File: src/hw/aidiag_pkg.sv
// Package of constants and types for the analog input diagnostic record.
// Assumes a single 125 MHz clock and a byte-wide record read port.
//
// Contract
// [RULE1] Module class low nibble is analog pattern
// [RULE2] Bit 4 flags channel information present
// [RULE3] Extended bit 3 on diagnostics buffer overflow
// [RULE4] Extended bit 4 on internal communication error
// [RULE5] Extended bit 6 on lost process interrupt
// [RULE6] Channel kind code analog input 71h
// [RULE7] Diagnostic bit count reads eight
// [RULE8] Channel count reads two
// [RULE9] Group error bits 0 and 1
// [RULE10] Channel bit 0 on parameterization error
// [RULE11] Channel bits 1, 2 on raw range
// [RULE12] Channel bit 4 on sensor supply fault
// [RULE13] Channel bit 5 on lost process interrupt
// [RULE14] Channel bits 6, 7 on range under/overflow
// [RULE15] Spare channel error bytes carry no meaning
// [RULE16] Ticker captured into timestamp on event
// [RULE17] Ticker starts zero, wraps after 2^32-1
// [RULE18] Hold diagnostics until cause clears; drop between
// [RULE19] Reserved bits and bytes read zero
// [RULE20] Ticker advances once per microsecond, never pauses
package aidiag_pkg;

  // ----------------------------------------
  // Record byte indices
  // ----------------------------------------
  localparam logic [4:0] AIDIAG_IDX_MODCLS   = 5'h00;
  localparam logic [4:0] AIDIAG_IDX_RSVD     = 5'h01;
  localparam logic [4:0] AIDIAG_IDX_EXTDIAG  = 5'h02;
  localparam logic [4:0] AIDIAG_IDX_CHKIND   = 5'h03;
  localparam logic [4:0] AIDIAG_IDX_NBITS    = 5'h04;
  localparam logic [4:0] AIDIAG_IDX_NCH      = 5'h05;
  localparam logic [4:0] AIDIAG_IDX_GRPERR   = 5'h06;
  localparam logic [4:0] AIDIAG_IDX_CH0      = 5'h07;
  localparam logic [4:0] AIDIAG_IDX_CH1      = 5'h08;
  localparam logic [4:0] AIDIAG_IDX_SPARE0   = 5'h09;
  localparam logic [4:0] AIDIAG_IDX_SPARE5   = 5'h0E;
  localparam logic [4:0] AIDIAG_IDX_TS0      = 5'h0F;
  localparam logic [4:0] AIDIAG_IDX_TS3      = 5'h12;

  // ----------------------------------------
  // Fixed field values
  // ----------------------------------------
  localparam logic [3:0] AIDIAG_CLASS_ANALOG = 4'h5;
  localparam int         AIDIAG_CHINFO_BIT   = 4;
  localparam logic [6:0] AIDIAG_KIND_DIN     = 7'h70;
  localparam logic [6:0] AIDIAG_KIND_AIN     = 7'h71;
  localparam logic [6:0] AIDIAG_KIND_DOUT    = 7'h72;
  localparam logic [6:0] AIDIAG_KIND_AOUT    = 7'h73;
  localparam logic [6:0] AIDIAG_KIND_AIO     = 7'h74;
  localparam logic [6:0] AIDIAG_KIND_CNT     = 7'h76;
  localparam logic [7:0] AIDIAG_NBITS_VAL    = 8'h08;
  localparam logic [7:0] AIDIAG_NCH_VAL      = 8'h02;

  localparam int AIDIAG_EXT_OVF_BIT  = 3;
  localparam int AIDIAG_EXT_COMM_BIT = 4;
  localparam int AIDIAG_EXT_LOST_BIT = 6;

  localparam int AIDIAG_CH_PARAM_BIT = 0;
  localparam int AIDIAG_CH_RAWHI_BIT = 1;
  localparam int AIDIAG_CH_RAWLO_BIT = 2;
  localparam int AIDIAG_CH_SUPP_BIT  = 4;
  localparam int AIDIAG_CH_LOST_BIT  = 5;
  localparam int AIDIAG_CH_UNDR_BIT  = 6;
  localparam int AIDIAG_CH_OVER_BIT  = 7;
  localparam logic [7:0] AIDIAG_CH_MASK = 8'hF7;

  // ----------------------------------------
  // Timing
  // ----------------------------------------
  localparam int AIDIAG_CLK_MHZ = 125;
  localparam int AIDIAG_TICK_NS = 1000;
  localparam int AIDIAG_TICK_CYC = (AIDIAG_TICK_NS * AIDIAG_CLK_MHZ) / 1000;

  // ----------------------------------------
  // Carriers
  // ----------------------------------------
  typedef struct packed {
    logic param_err;
    logic raw_high;
    logic raw_low;
    logic supply_err;
    logic irq_lost;
    logic range_under;
    logic range_over;
  } aidiag_ch_cause_t;

  typedef struct packed {
    logic buf_overflow;
    logic comm_err;
    logic irq_lost;
  } aidiag_mod_cause_t;

endpackage

File: src/hw/aidiag_ticker.sv
// Free-running microsecond ticker.
// Assumes one clock at the package rate and a synchronous reset at power-up.
`timescale 1ns/1ps
module aidiag_ticker
  import aidiag_pkg::*;
#(
  parameter int TICK_CYC = AIDIAG_TICK_CYC
) (
  input  wire logic        clock,
  input  wire logic        rst,
  output logic [31:0]      us_count
);

  localparam int PW = $clog2(TICK_CYC + 1);
  localparam logic [PW-1:0] PRE_LAST = PW'(TICK_CYC - 1);

  logic [PW-1:0] pre_r;

  // ----------------------------------------
  // Prescaler and counter
  // ----------------------------------------
  always_ff @(posedge clock) begin
    if (rst || pre_r == PRE_LAST) begin
      pre_r <= '0;
    end else begin
      pre_r <= pre_r + PW'(1); // RULE20
    end
  end

  // Natural 32-bit wrap returns to zero after the last value
  always_ff @(posedge clock) begin
    if (rst) begin
      us_count <= 32'h0000_0000; // RULE17
    end else if (pre_r == PRE_LAST) begin
      us_count <= us_count + 32'h0000_0001; // RULE17
    end
  end
endmodule

File: src/hw/aidiag_sync.sv
// Two-stage synchroniser for a bus of level inputs from pins.
// Assumes inputs are asynchronous levels.
`timescale 1ns/1ps
module aidiag_sync #(
  parameter int W = 8
) (
  input  wire logic         clock,
  input  wire logic         rst,
  input  wire logic [W-1:0] d_async,
  output logic [W-1:0]      q_sync
);

  logic [W-1:0] meta_r;

  always_ff @(posedge clock) begin
    if (rst) begin
      meta_r <= '0;
      q_sync <= '0;
    end else begin
      meta_r <= d_async;
      q_sync <= meta_r;
    end
  end

endmodule

File: src/hw/aidiag_record.sv
// Diagnostic data record of a two-channel analog input module.
// Assumes cause inputs are asynchronous levels from the module's monitors,
// and that the coupler reads one byte per cycle by index.
`timescale 1ns/1ps
module aidiag_record
  import aidiag_pkg::*;
#(
  parameter int       NUM_CH   = 2,
  parameter int       TICK_CYC = AIDIAG_TICK_CYC,
  parameter logic [6:0] KIND   = AIDIAG_KIND_AIN
) (
  input  wire logic              clock,
  input  wire logic              rst,
  input  aidiag_ch_cause_t       ch_cause [NUM_CH],
  input  aidiag_mod_cause_t      mod_cause,
  input  wire logic              rd_en,
  input  wire logic [4:0]        rd_index,
  output logic [7:0]             rd_data,
  output logic                   rd_valid,
  output logic                   diag_active,
  output logic                   diag_coming,
  output logic                   diag_going,
  output logic [31:0]            diag_timestamp
);

  localparam int CW = $bits(aidiag_ch_cause_t);
  localparam int MW = $bits(aidiag_mod_cause_t);

  // ----------------------------------------
  // Input synchronisation
  // ----------------------------------------
  logic [NUM_CH*CW-1:0] ch_flat;
  logic [NUM_CH*CW-1:0] ch_sync;
  logic [MW-1:0]        mod_sync;
  aidiag_ch_cause_t     ch_s [NUM_CH];
  aidiag_mod_cause_t    mod_s;

  genvar g;
  generate
    for (g = 0; g < NUM_CH; g++) begin : g_flat
      assign ch_flat[g*CW +: CW] = ch_cause[g];
      assign ch_s[g]             = ch_sync[g*CW +: CW];
    end
  endgenerate
  assign mod_s = mod_sync;

  aidiag_sync #(.W(NUM_CH*CW)) u_sync_ch (
    .clock   (clock),
    .rst     (rst),
    .d_async (ch_flat),
    .q_sync  (ch_sync)
  );

  aidiag_sync #(.W(MW)) u_sync_mod (
    .clock   (clock),
    .rst     (rst),
    .d_async (mod_cause),
    .q_sync  (mod_sync)
  );

  // ----------------------------------------
  // Microsecond ticker
  // ----------------------------------------
  logic [31:0] us_count;

  aidiag_ticker #(.TICK_CYC(TICK_CYC)) u_ticker (
    .clock    (clock),
    .rst      (rst),
    .us_count (us_count)
  );

  // ----------------------------------------
  // Live cause bytes
  // ----------------------------------------
  logic [7:0] ch_live [NUM_CH];
  logic [7:0] ext_live;
  logic       any_live;

  generate
    for (g = 0; g < NUM_CH; g++) begin : g_live
      always_comb begin
        ch_live[g] = 8'h00;
        ch_live[g][AIDIAG_CH_PARAM_BIT] = ch_s[g].param_err;   // RULE10
        ch_live[g][AIDIAG_CH_RAWHI_BIT] = ch_s[g].raw_high;    // RULE11
        ch_live[g][AIDIAG_CH_RAWLO_BIT] = ch_s[g].raw_low;     // RULE11
        ch_live[g][AIDIAG_CH_SUPP_BIT]  = ch_s[g].supply_err;  // RULE12
        ch_live[g][AIDIAG_CH_LOST_BIT]  = ch_s[g].irq_lost;    // RULE13
        ch_live[g][AIDIAG_CH_UNDR_BIT]  = ch_s[g].range_under; // RULE14
        ch_live[g][AIDIAG_CH_OVER_BIT]  = ch_s[g].range_over;  // RULE14
      end
    end
  endgenerate

  always_comb begin
    ext_live = 8'h00;
    ext_live[AIDIAG_EXT_OVF_BIT]  = mod_s.buf_overflow; // RULE3
    ext_live[AIDIAG_EXT_COMM_BIT] = mod_s.comm_err;     // RULE4
    ext_live[AIDIAG_EXT_LOST_BIT] = mod_s.irq_lost;     // RULE5
  end

  always_comb begin
    any_live = |ext_live;
    for (int i = 0; i < NUM_CH; i++) begin
      any_live = any_live | (|ch_live[i]);
    end
  end

  // ----------------------------------------
  // Coming / going sequencing
  // ----------------------------------------
  typedef enum logic [0:0] {AIDIAG_IDLE, AIDIAG_HELD} aidiag_state_t;
  aidiag_state_t state_r;

  always_ff @(posedge clock) begin
    if (rst) begin
      state_r <= AIDIAG_IDLE;
    end else begin
      case (state_r)
        AIDIAG_IDLE: begin
          if (any_live) begin
            state_r <= AIDIAG_HELD;
          end
        end
        AIDIAG_HELD: begin
          if (!any_live) begin
            state_r <= AIDIAG_IDLE; // RULE18
          end
        end
        default: state_r <= AIDIAG_IDLE;
      endcase
    end
  end

  logic capture;
  logic release_ev;
  assign capture    = (state_r == AIDIAG_IDLE) && any_live;
  assign release_ev = (state_r == AIDIAG_HELD) && !any_live;

  // ----------------------------------------
  // Held record
  // ----------------------------------------
  // Snapshot taken only on the coming event; later events are dropped
  logic [7:0] ch_hold_r [NUM_CH];
  logic [7:0] ext_hold_r;

  generate
    for (g = 0; g < NUM_CH; g++) begin : g_hold
      always_ff @(posedge clock) begin
        if (rst || release_ev) begin
          ch_hold_r[g] <= 8'h00;
        end else if (capture) begin
          ch_hold_r[g] <= ch_live[g] & AIDIAG_CH_MASK; // RULE18
        end
      end
    end
  endgenerate

  always_ff @(posedge clock) begin
    if (rst || release_ev) begin
      ext_hold_r <= 8'h00;
    end else if (capture) begin
      ext_hold_r <= ext_live; // RULE18
    end
  end

  always_ff @(posedge clock) begin
    if (rst) begin
      diag_timestamp <= 32'h0000_0000;
    end else if (capture) begin
      diag_timestamp <= us_count; // RULE16
    end
  end

  always_ff @(posedge clock) begin
    if (rst) begin
      diag_coming <= 1'b0;
      diag_going  <= 1'b0;
    end else begin
      diag_coming <= capture;
      diag_going  <= release_ev; // RULE18
    end
  end

  assign diag_active = (state_r == AIDIAG_HELD);

  // ----------------------------------------
  // Derived record bytes
  // ----------------------------------------
  logic [7:0] grp_err;
  logic [7:0] mod_info;
  logic [7:0] kind_byte;

  always_comb begin
    grp_err = 8'h00;
    for (int i = 0; i < NUM_CH && i < 2; i++) begin
      grp_err[i] = |ch_hold_r[i]; // RULE9
    end
  end

  always_comb begin
    mod_info = {4'h0, AIDIAG_CLASS_ANALOG};   // RULE1
    mod_info[AIDIAG_CHINFO_BIT] = 1'b1;       // RULE2
    kind_byte = {1'b0, KIND};                 // RULE6
  end

  // ----------------------------------------
  // Read port
  // ----------------------------------------
  logic [7:0] rd_mux;

  always_comb begin
    rd_mux = 8'h00; // RULE19
    case (rd_index)
      AIDIAG_IDX_MODCLS:  rd_mux = mod_info;
      AIDIAG_IDX_EXTDIAG: rd_mux = ext_hold_r;
      AIDIAG_IDX_CHKIND:  rd_mux = kind_byte;
      AIDIAG_IDX_NBITS:   rd_mux = AIDIAG_NBITS_VAL; // RULE7
      AIDIAG_IDX_NCH:     rd_mux = AIDIAG_NCH_VAL;   // RULE8
      AIDIAG_IDX_GRPERR:  rd_mux = grp_err;
      AIDIAG_IDX_CH0:     rd_mux = ch_hold_r[0];
      AIDIAG_IDX_CH1:     rd_mux = ch_hold_r[1];
      default: begin
        if (rd_index >= AIDIAG_IDX_TS0 && rd_index <= AIDIAG_IDX_TS3) begin
          rd_mux = diag_timestamp[8*(rd_index - AIDIAG_IDX_TS0) +: 8]; // RULE16
        end else begin
          rd_mux = 8'h00; // RULE15
        end
      end
    endcase
  end

  always_ff @(posedge clock) begin
    if (rst) begin
      rd_data  <= 8'h00;
      rd_valid <= 1'b0;
    end else begin
      rd_data  <= rd_en ? rd_mux : 8'h00;
      rd_valid <= rd_en;
    end
  end
endmodule

File: config.mk
export PLATFORM = sky130hd
export DESIGN_NAME = aidiag_record
export DESIGN_NICKNAME = d
export VERILOG_FILES = /design/src/hw/aidiag_pkg.sv /design/src/hw/aidiag_ticker.sv /design/src/hw/aidiag_sync.sv /design/src/hw/aidiag_record.sv
export SDC_FILE = /design/constraint.sdc
export NUM_CORES = 1
export LEC_CHECK = 0
export ABC_AREA = 1
export BUFFER_PORTS_ARGS = -buffer_cell sky130_fd_sc_hd__buf_2
export CAP_MARGIN = 15
export CORE_MARGIN = 4
export CORE_UTILIZATION = 35
export DETAILED_ROUTE_END_ITERATION = 8
export HOLD_SLACK_MARGIN = 0.06
export MAX_ROUTING_LAYER = met4
export SETUP_SLACK_MARGIN = 0.2
export SKIP_CTS_REPAIR_TIMING = 1
export SYNTH_ARGS = -nofsm -noshare
export SYNTH_HDL_FRONTEND = slang
export SYNTH_SLANG_ARGS = --single-unit
File: constraint.sdc
create_clock -name clock -period 4.65 [get_ports clock]
set_input_delay 0.465 -clock clock [delete_from_list [all_inputs] [get_ports clock]]
set_output_delay 0.465 -clock clock [all_outputs]
set_load 0.01 [all_outputs]
==> summary.md <==
| Metric | Value |
|---|---|
| First-pass GRT wire length | `~22 mm` |
| Antenna fix cells | `0` |
| Cell Rows | `between 40 and 50` |
| IO Pins | `between 60 and 70` |
| Sum Neg Setup Slack | `0 ns` |
| Startpoint of the worst hold path | `ch_cause[10]` |
| Pwr/cell area | `between 300 and 400 nW/µm²` |
| Fmax | `roughly 0.44 GHz` |
| GR Overflow Total | `0` |
| Layout Area Growth over Synthesis | `18.6%` |
| Initial antenna violation count | `0` |
| Status | `finished clean` |
| Crit share post-route | `around half` |
| Fin. Hold Viols | `0` |
| FF-to-FF setup slack | `2.37 ns` |
| WL final | `~13 mm` |
| Slew headroom | `between 60 and 70%` |
| DR iter-0 viols | `roughly 270` |
| RSZ-0062 raised after global routing | `false` |
| CTS tree | `built` |
| Post-Syn Area | `5830 µm²` |
| Worst Path Arrival | `between 2 and 2.5 ns` |
| DR vias | `roughly 4.9k` |
| Number of synthesized flops with an enable pin | `14` |
| Final Slew Violations | `0` |
| Cell leakage power | `approximately 3.0 nW` |
| Dpl ws | `2.06 ns` |
| VDD IR-drop max | `approximately 0.00024 V` |
| Final net count | `898` |
| CTS buffer count | `17` |
| Asr flop ratio synth | `0%` |
| Max-Cap Viols | `0` |
| Placeable Area | `16100 µm²` |
| Vias in the first global route | `around 4.6k` |
| WL per Instance | `about 12 µm` |
| Initial Util | `about 36%` |
| Max Fanout on Critical Path | `37` |
| CP endpoint kind | `flip-flop` |
| Setup CP Type | `reg -> reg` |
| CP delay by family, top | `simple AND/OR/NAND/NOR gates` |
| Hold WC Path Type | `in -> reg` |
| Sequential share of the synthesized area | `a little under 50%` |
| Number of H-tree levels | `4` |
| Clock share of power | `between 40 and 50%` |
| Synth warnings | `0` |
| Syn_nets | `832` |
| Sequential Power Share | `45.7%` |
| Most common cell after layout, fill and taps aside | `nor2_1` |
| Worst Hold Path EP | `u_sync_ch.meta_r[3]` |
| Clock Tree Root | `clkbuf_16` |
| Residual DRC count | `0` |
| Slowest cell on crit path | `or2_1` |
| Startpoint Class | `flip-flop` |
| Finish-stage setup viols | `0` |
| Die Y | `between 100 and 150 µm` |
| Leading cell types in the layout, fill and taps excluded | `nor2_1, dfxtp_1, inv_1, nand2_1, buf_2` |
| Largest net degree at the start of global routing | `55` |
| Sw Ratio | `between 20% and 30%` |
| Cell count after synthesis | `800` |
| DP HPWL | `approximately 10 mm` |
| Final Non-Filler Cells | `between 1k and 1.5k` |
| Worst Hold Depth | `3` |
| GP Congestion | `approximately 0.87` |
| Crit. Startpoint | `u_sync_ch.q_sync[9]` |
| Die area | `about 19000 µm²` |
| R2r endpoint | `ch_hold_r[1][4]` |
| Via/cell ratio | `between 4 and 5` |
| Clock slew at reported path FFs | `~0.05 ns` |
| Max incr delay on CP | `0.53 ns` |
| P_int | `roughly 0.0021 W` |
| DIE WIDTH | `about 140 µm` |
| # clock sinks | `134` |
| P_sw | `0.000656 W` |
| Worst slew pin tran | `around 0.56 ns` |
| Synthesis-stage register bit count | `134` |
| Layout cell share with drive strength beyond 1 | `between 10 and 15%` |
| Avg Inst Size Synth | `between 7 and 8 µm²` |
| DR pass1 iterations | `4` |
| Ys flop type | `dfxtp_1` |
| Placed insts | `approximately 1.1k` |
| Antenna viol nets, final | `0` |
| Bufs on Longest Clock Path | `2` |
| Clock Skews | `between 0.01 and 0.015 ns` |
| Worst-path cell chain | `inv_1, nand4_1, nor2_1, nand2_2, nand2_4, inv_2, or2_1` |
| Fin worst setup slack | `about 2.4 ns` |
| Req. time, crit path | `roughly 4.7 ns` |
| All-Layer GR Usage | `between 10% and 20%` |
| Logic pwr share | `about 8.4%` |
| Tmin final | `about 2.3 ns` |
| Worst R2R Start | `u_sync_ch.q_sync[9]` |
| Port Buf Inserts | `68` |
| Worst skew pair latency | `about 0.42 ns` |
| WP buf/inv | `2` |
| Distinct cells, synth | `40` |
| Worst reg-to-reg path cell count | `7` |
==> per-layer routing <==
layer  vias to the layer above  part of all wire [%]  track usage, %
met5                         -                     0               -
met3                        17                   3.9            3.68
met2                        86                    42            22.0
met4                         0                   1.8            6.87
met1                      2113                    52            21.5
li1                       2647                     -               -
==> how the worst max path moves through the flow <==
stage / endpoint / slack, ns / cells after the start
floorplan: rd_data[3] / 2.65 / 11
global placement: ch_hold_r[0][4] / 2.08 / 6
detailed placement: ch_hold_r[0][4] / 2.06 / 6
CTS: ch_hold_r[1][4] / 2.31 / 7
global route: ch_hold_r[1][0] / 2.08 / 7
finish: ch_hold_r[1][4] / 2.37 / 7
==> state kept, by name, indices dropped and copies added (netlist names) <==
register,cells
u_ticker.us_count,32
diag_going,1
u_sync_ch.meta_r,14
u_sync_mod.q_sync,3
u_sync_ch.q_sync,14
u_ticker.pre_r,7
rd_data,8
ext_hold_r,3
diag_timestamp,32
diag_coming,1
diag_active,1
rd_valid,1
ch_hold_r,14
u_sync_mod.meta_r,3
==> cells in the mapped netlist (5+ instances only) <==
library cell | number | area (µm²)
clkbuf_1 | 9 | 33.8
dfxtp_1 | 120 | 2400
xor2_1 | 5 | 43.8
inv_1 | 103 | 387
edfxtp_1 | 14 | 420
nor2_2 | 5 | 31.3
a21oi_1 | 18 | 90.1
nor3_1 | 8 | 40.0
ha_1 | 7 | 87.6
nand2_1 | 100 | 375
nor2_1 | 229 | 860
nand3_1 | 38 | 190
nand4_1 | 22 | 138
o21ai_0 | 56 | 280
inv_2 | 6 | 22.5
buf_2 | 9 | 45.0
o21ai_1 | 12 | 60.1
==> cells by family after synthesis <==
logic type / Yosys count / synth area share [%]
XOR/XNOR: 6 / 0.901
adder cells (fa/ha/maj): 7 / 1.50
AO/OA/AOI/OAI: 94 / 8.43
AND/OR/NAND/NOR: 426 / 31.7
flip-flops: 134 / 48.4
buffers and inverters: 133 / 9.01
==> through the flow <==
step | util [%] | power, W | hold WS, ns | cell area, µm²
CTS | 42.9 | 0.00280 | 0.233 | 6920
detailed placement | 39.4 | 0.00152 | 0.395 | 6340
global route | 42.9 | 0.00289 | 0.245 | 6920
finish | 42.9 | 0.00276 | 0.252 | 6920
floorplan | - | 0.00144 | 0.388 | 5830
global placement | 39.4 | 0.00152 | 0.393 | 6340
==> power by group through the flow <==
stage | Clock (W) | Combinational (W) | Sequential (W)
floorplan | 0 | 0.000148 | 0.00129
global placement | 0 | 0.000233 | 0.00129
detailed placement | 0 | 0.000235 | 0.00129
CTS | 0.00130 | 0.000236 | 0.00126
global route | 0.00136 | 0.000269 | 0.00127
finish | 0.00127 | 0.000232 | 0.00126
==> final cells by class <==
type	instances	area, µm²
Clock buffer	24	502
Clock inverter	7	70.1
Fill cell	1697	9200
Inverter	110	413
Multi-Input combinational cell	533	2480
Sequential cell	134	2820
Tap cell	216	270
Timing Repair Buffer	70	355
==> tightest hold or removal path, delay by kind of cell <==
family                 cells  cell delay [ns]
buffers and inverters      2             0.10
and+or+nand+nor            1             0.06
No activity file was read; power rests on OpenSTA's default activity.
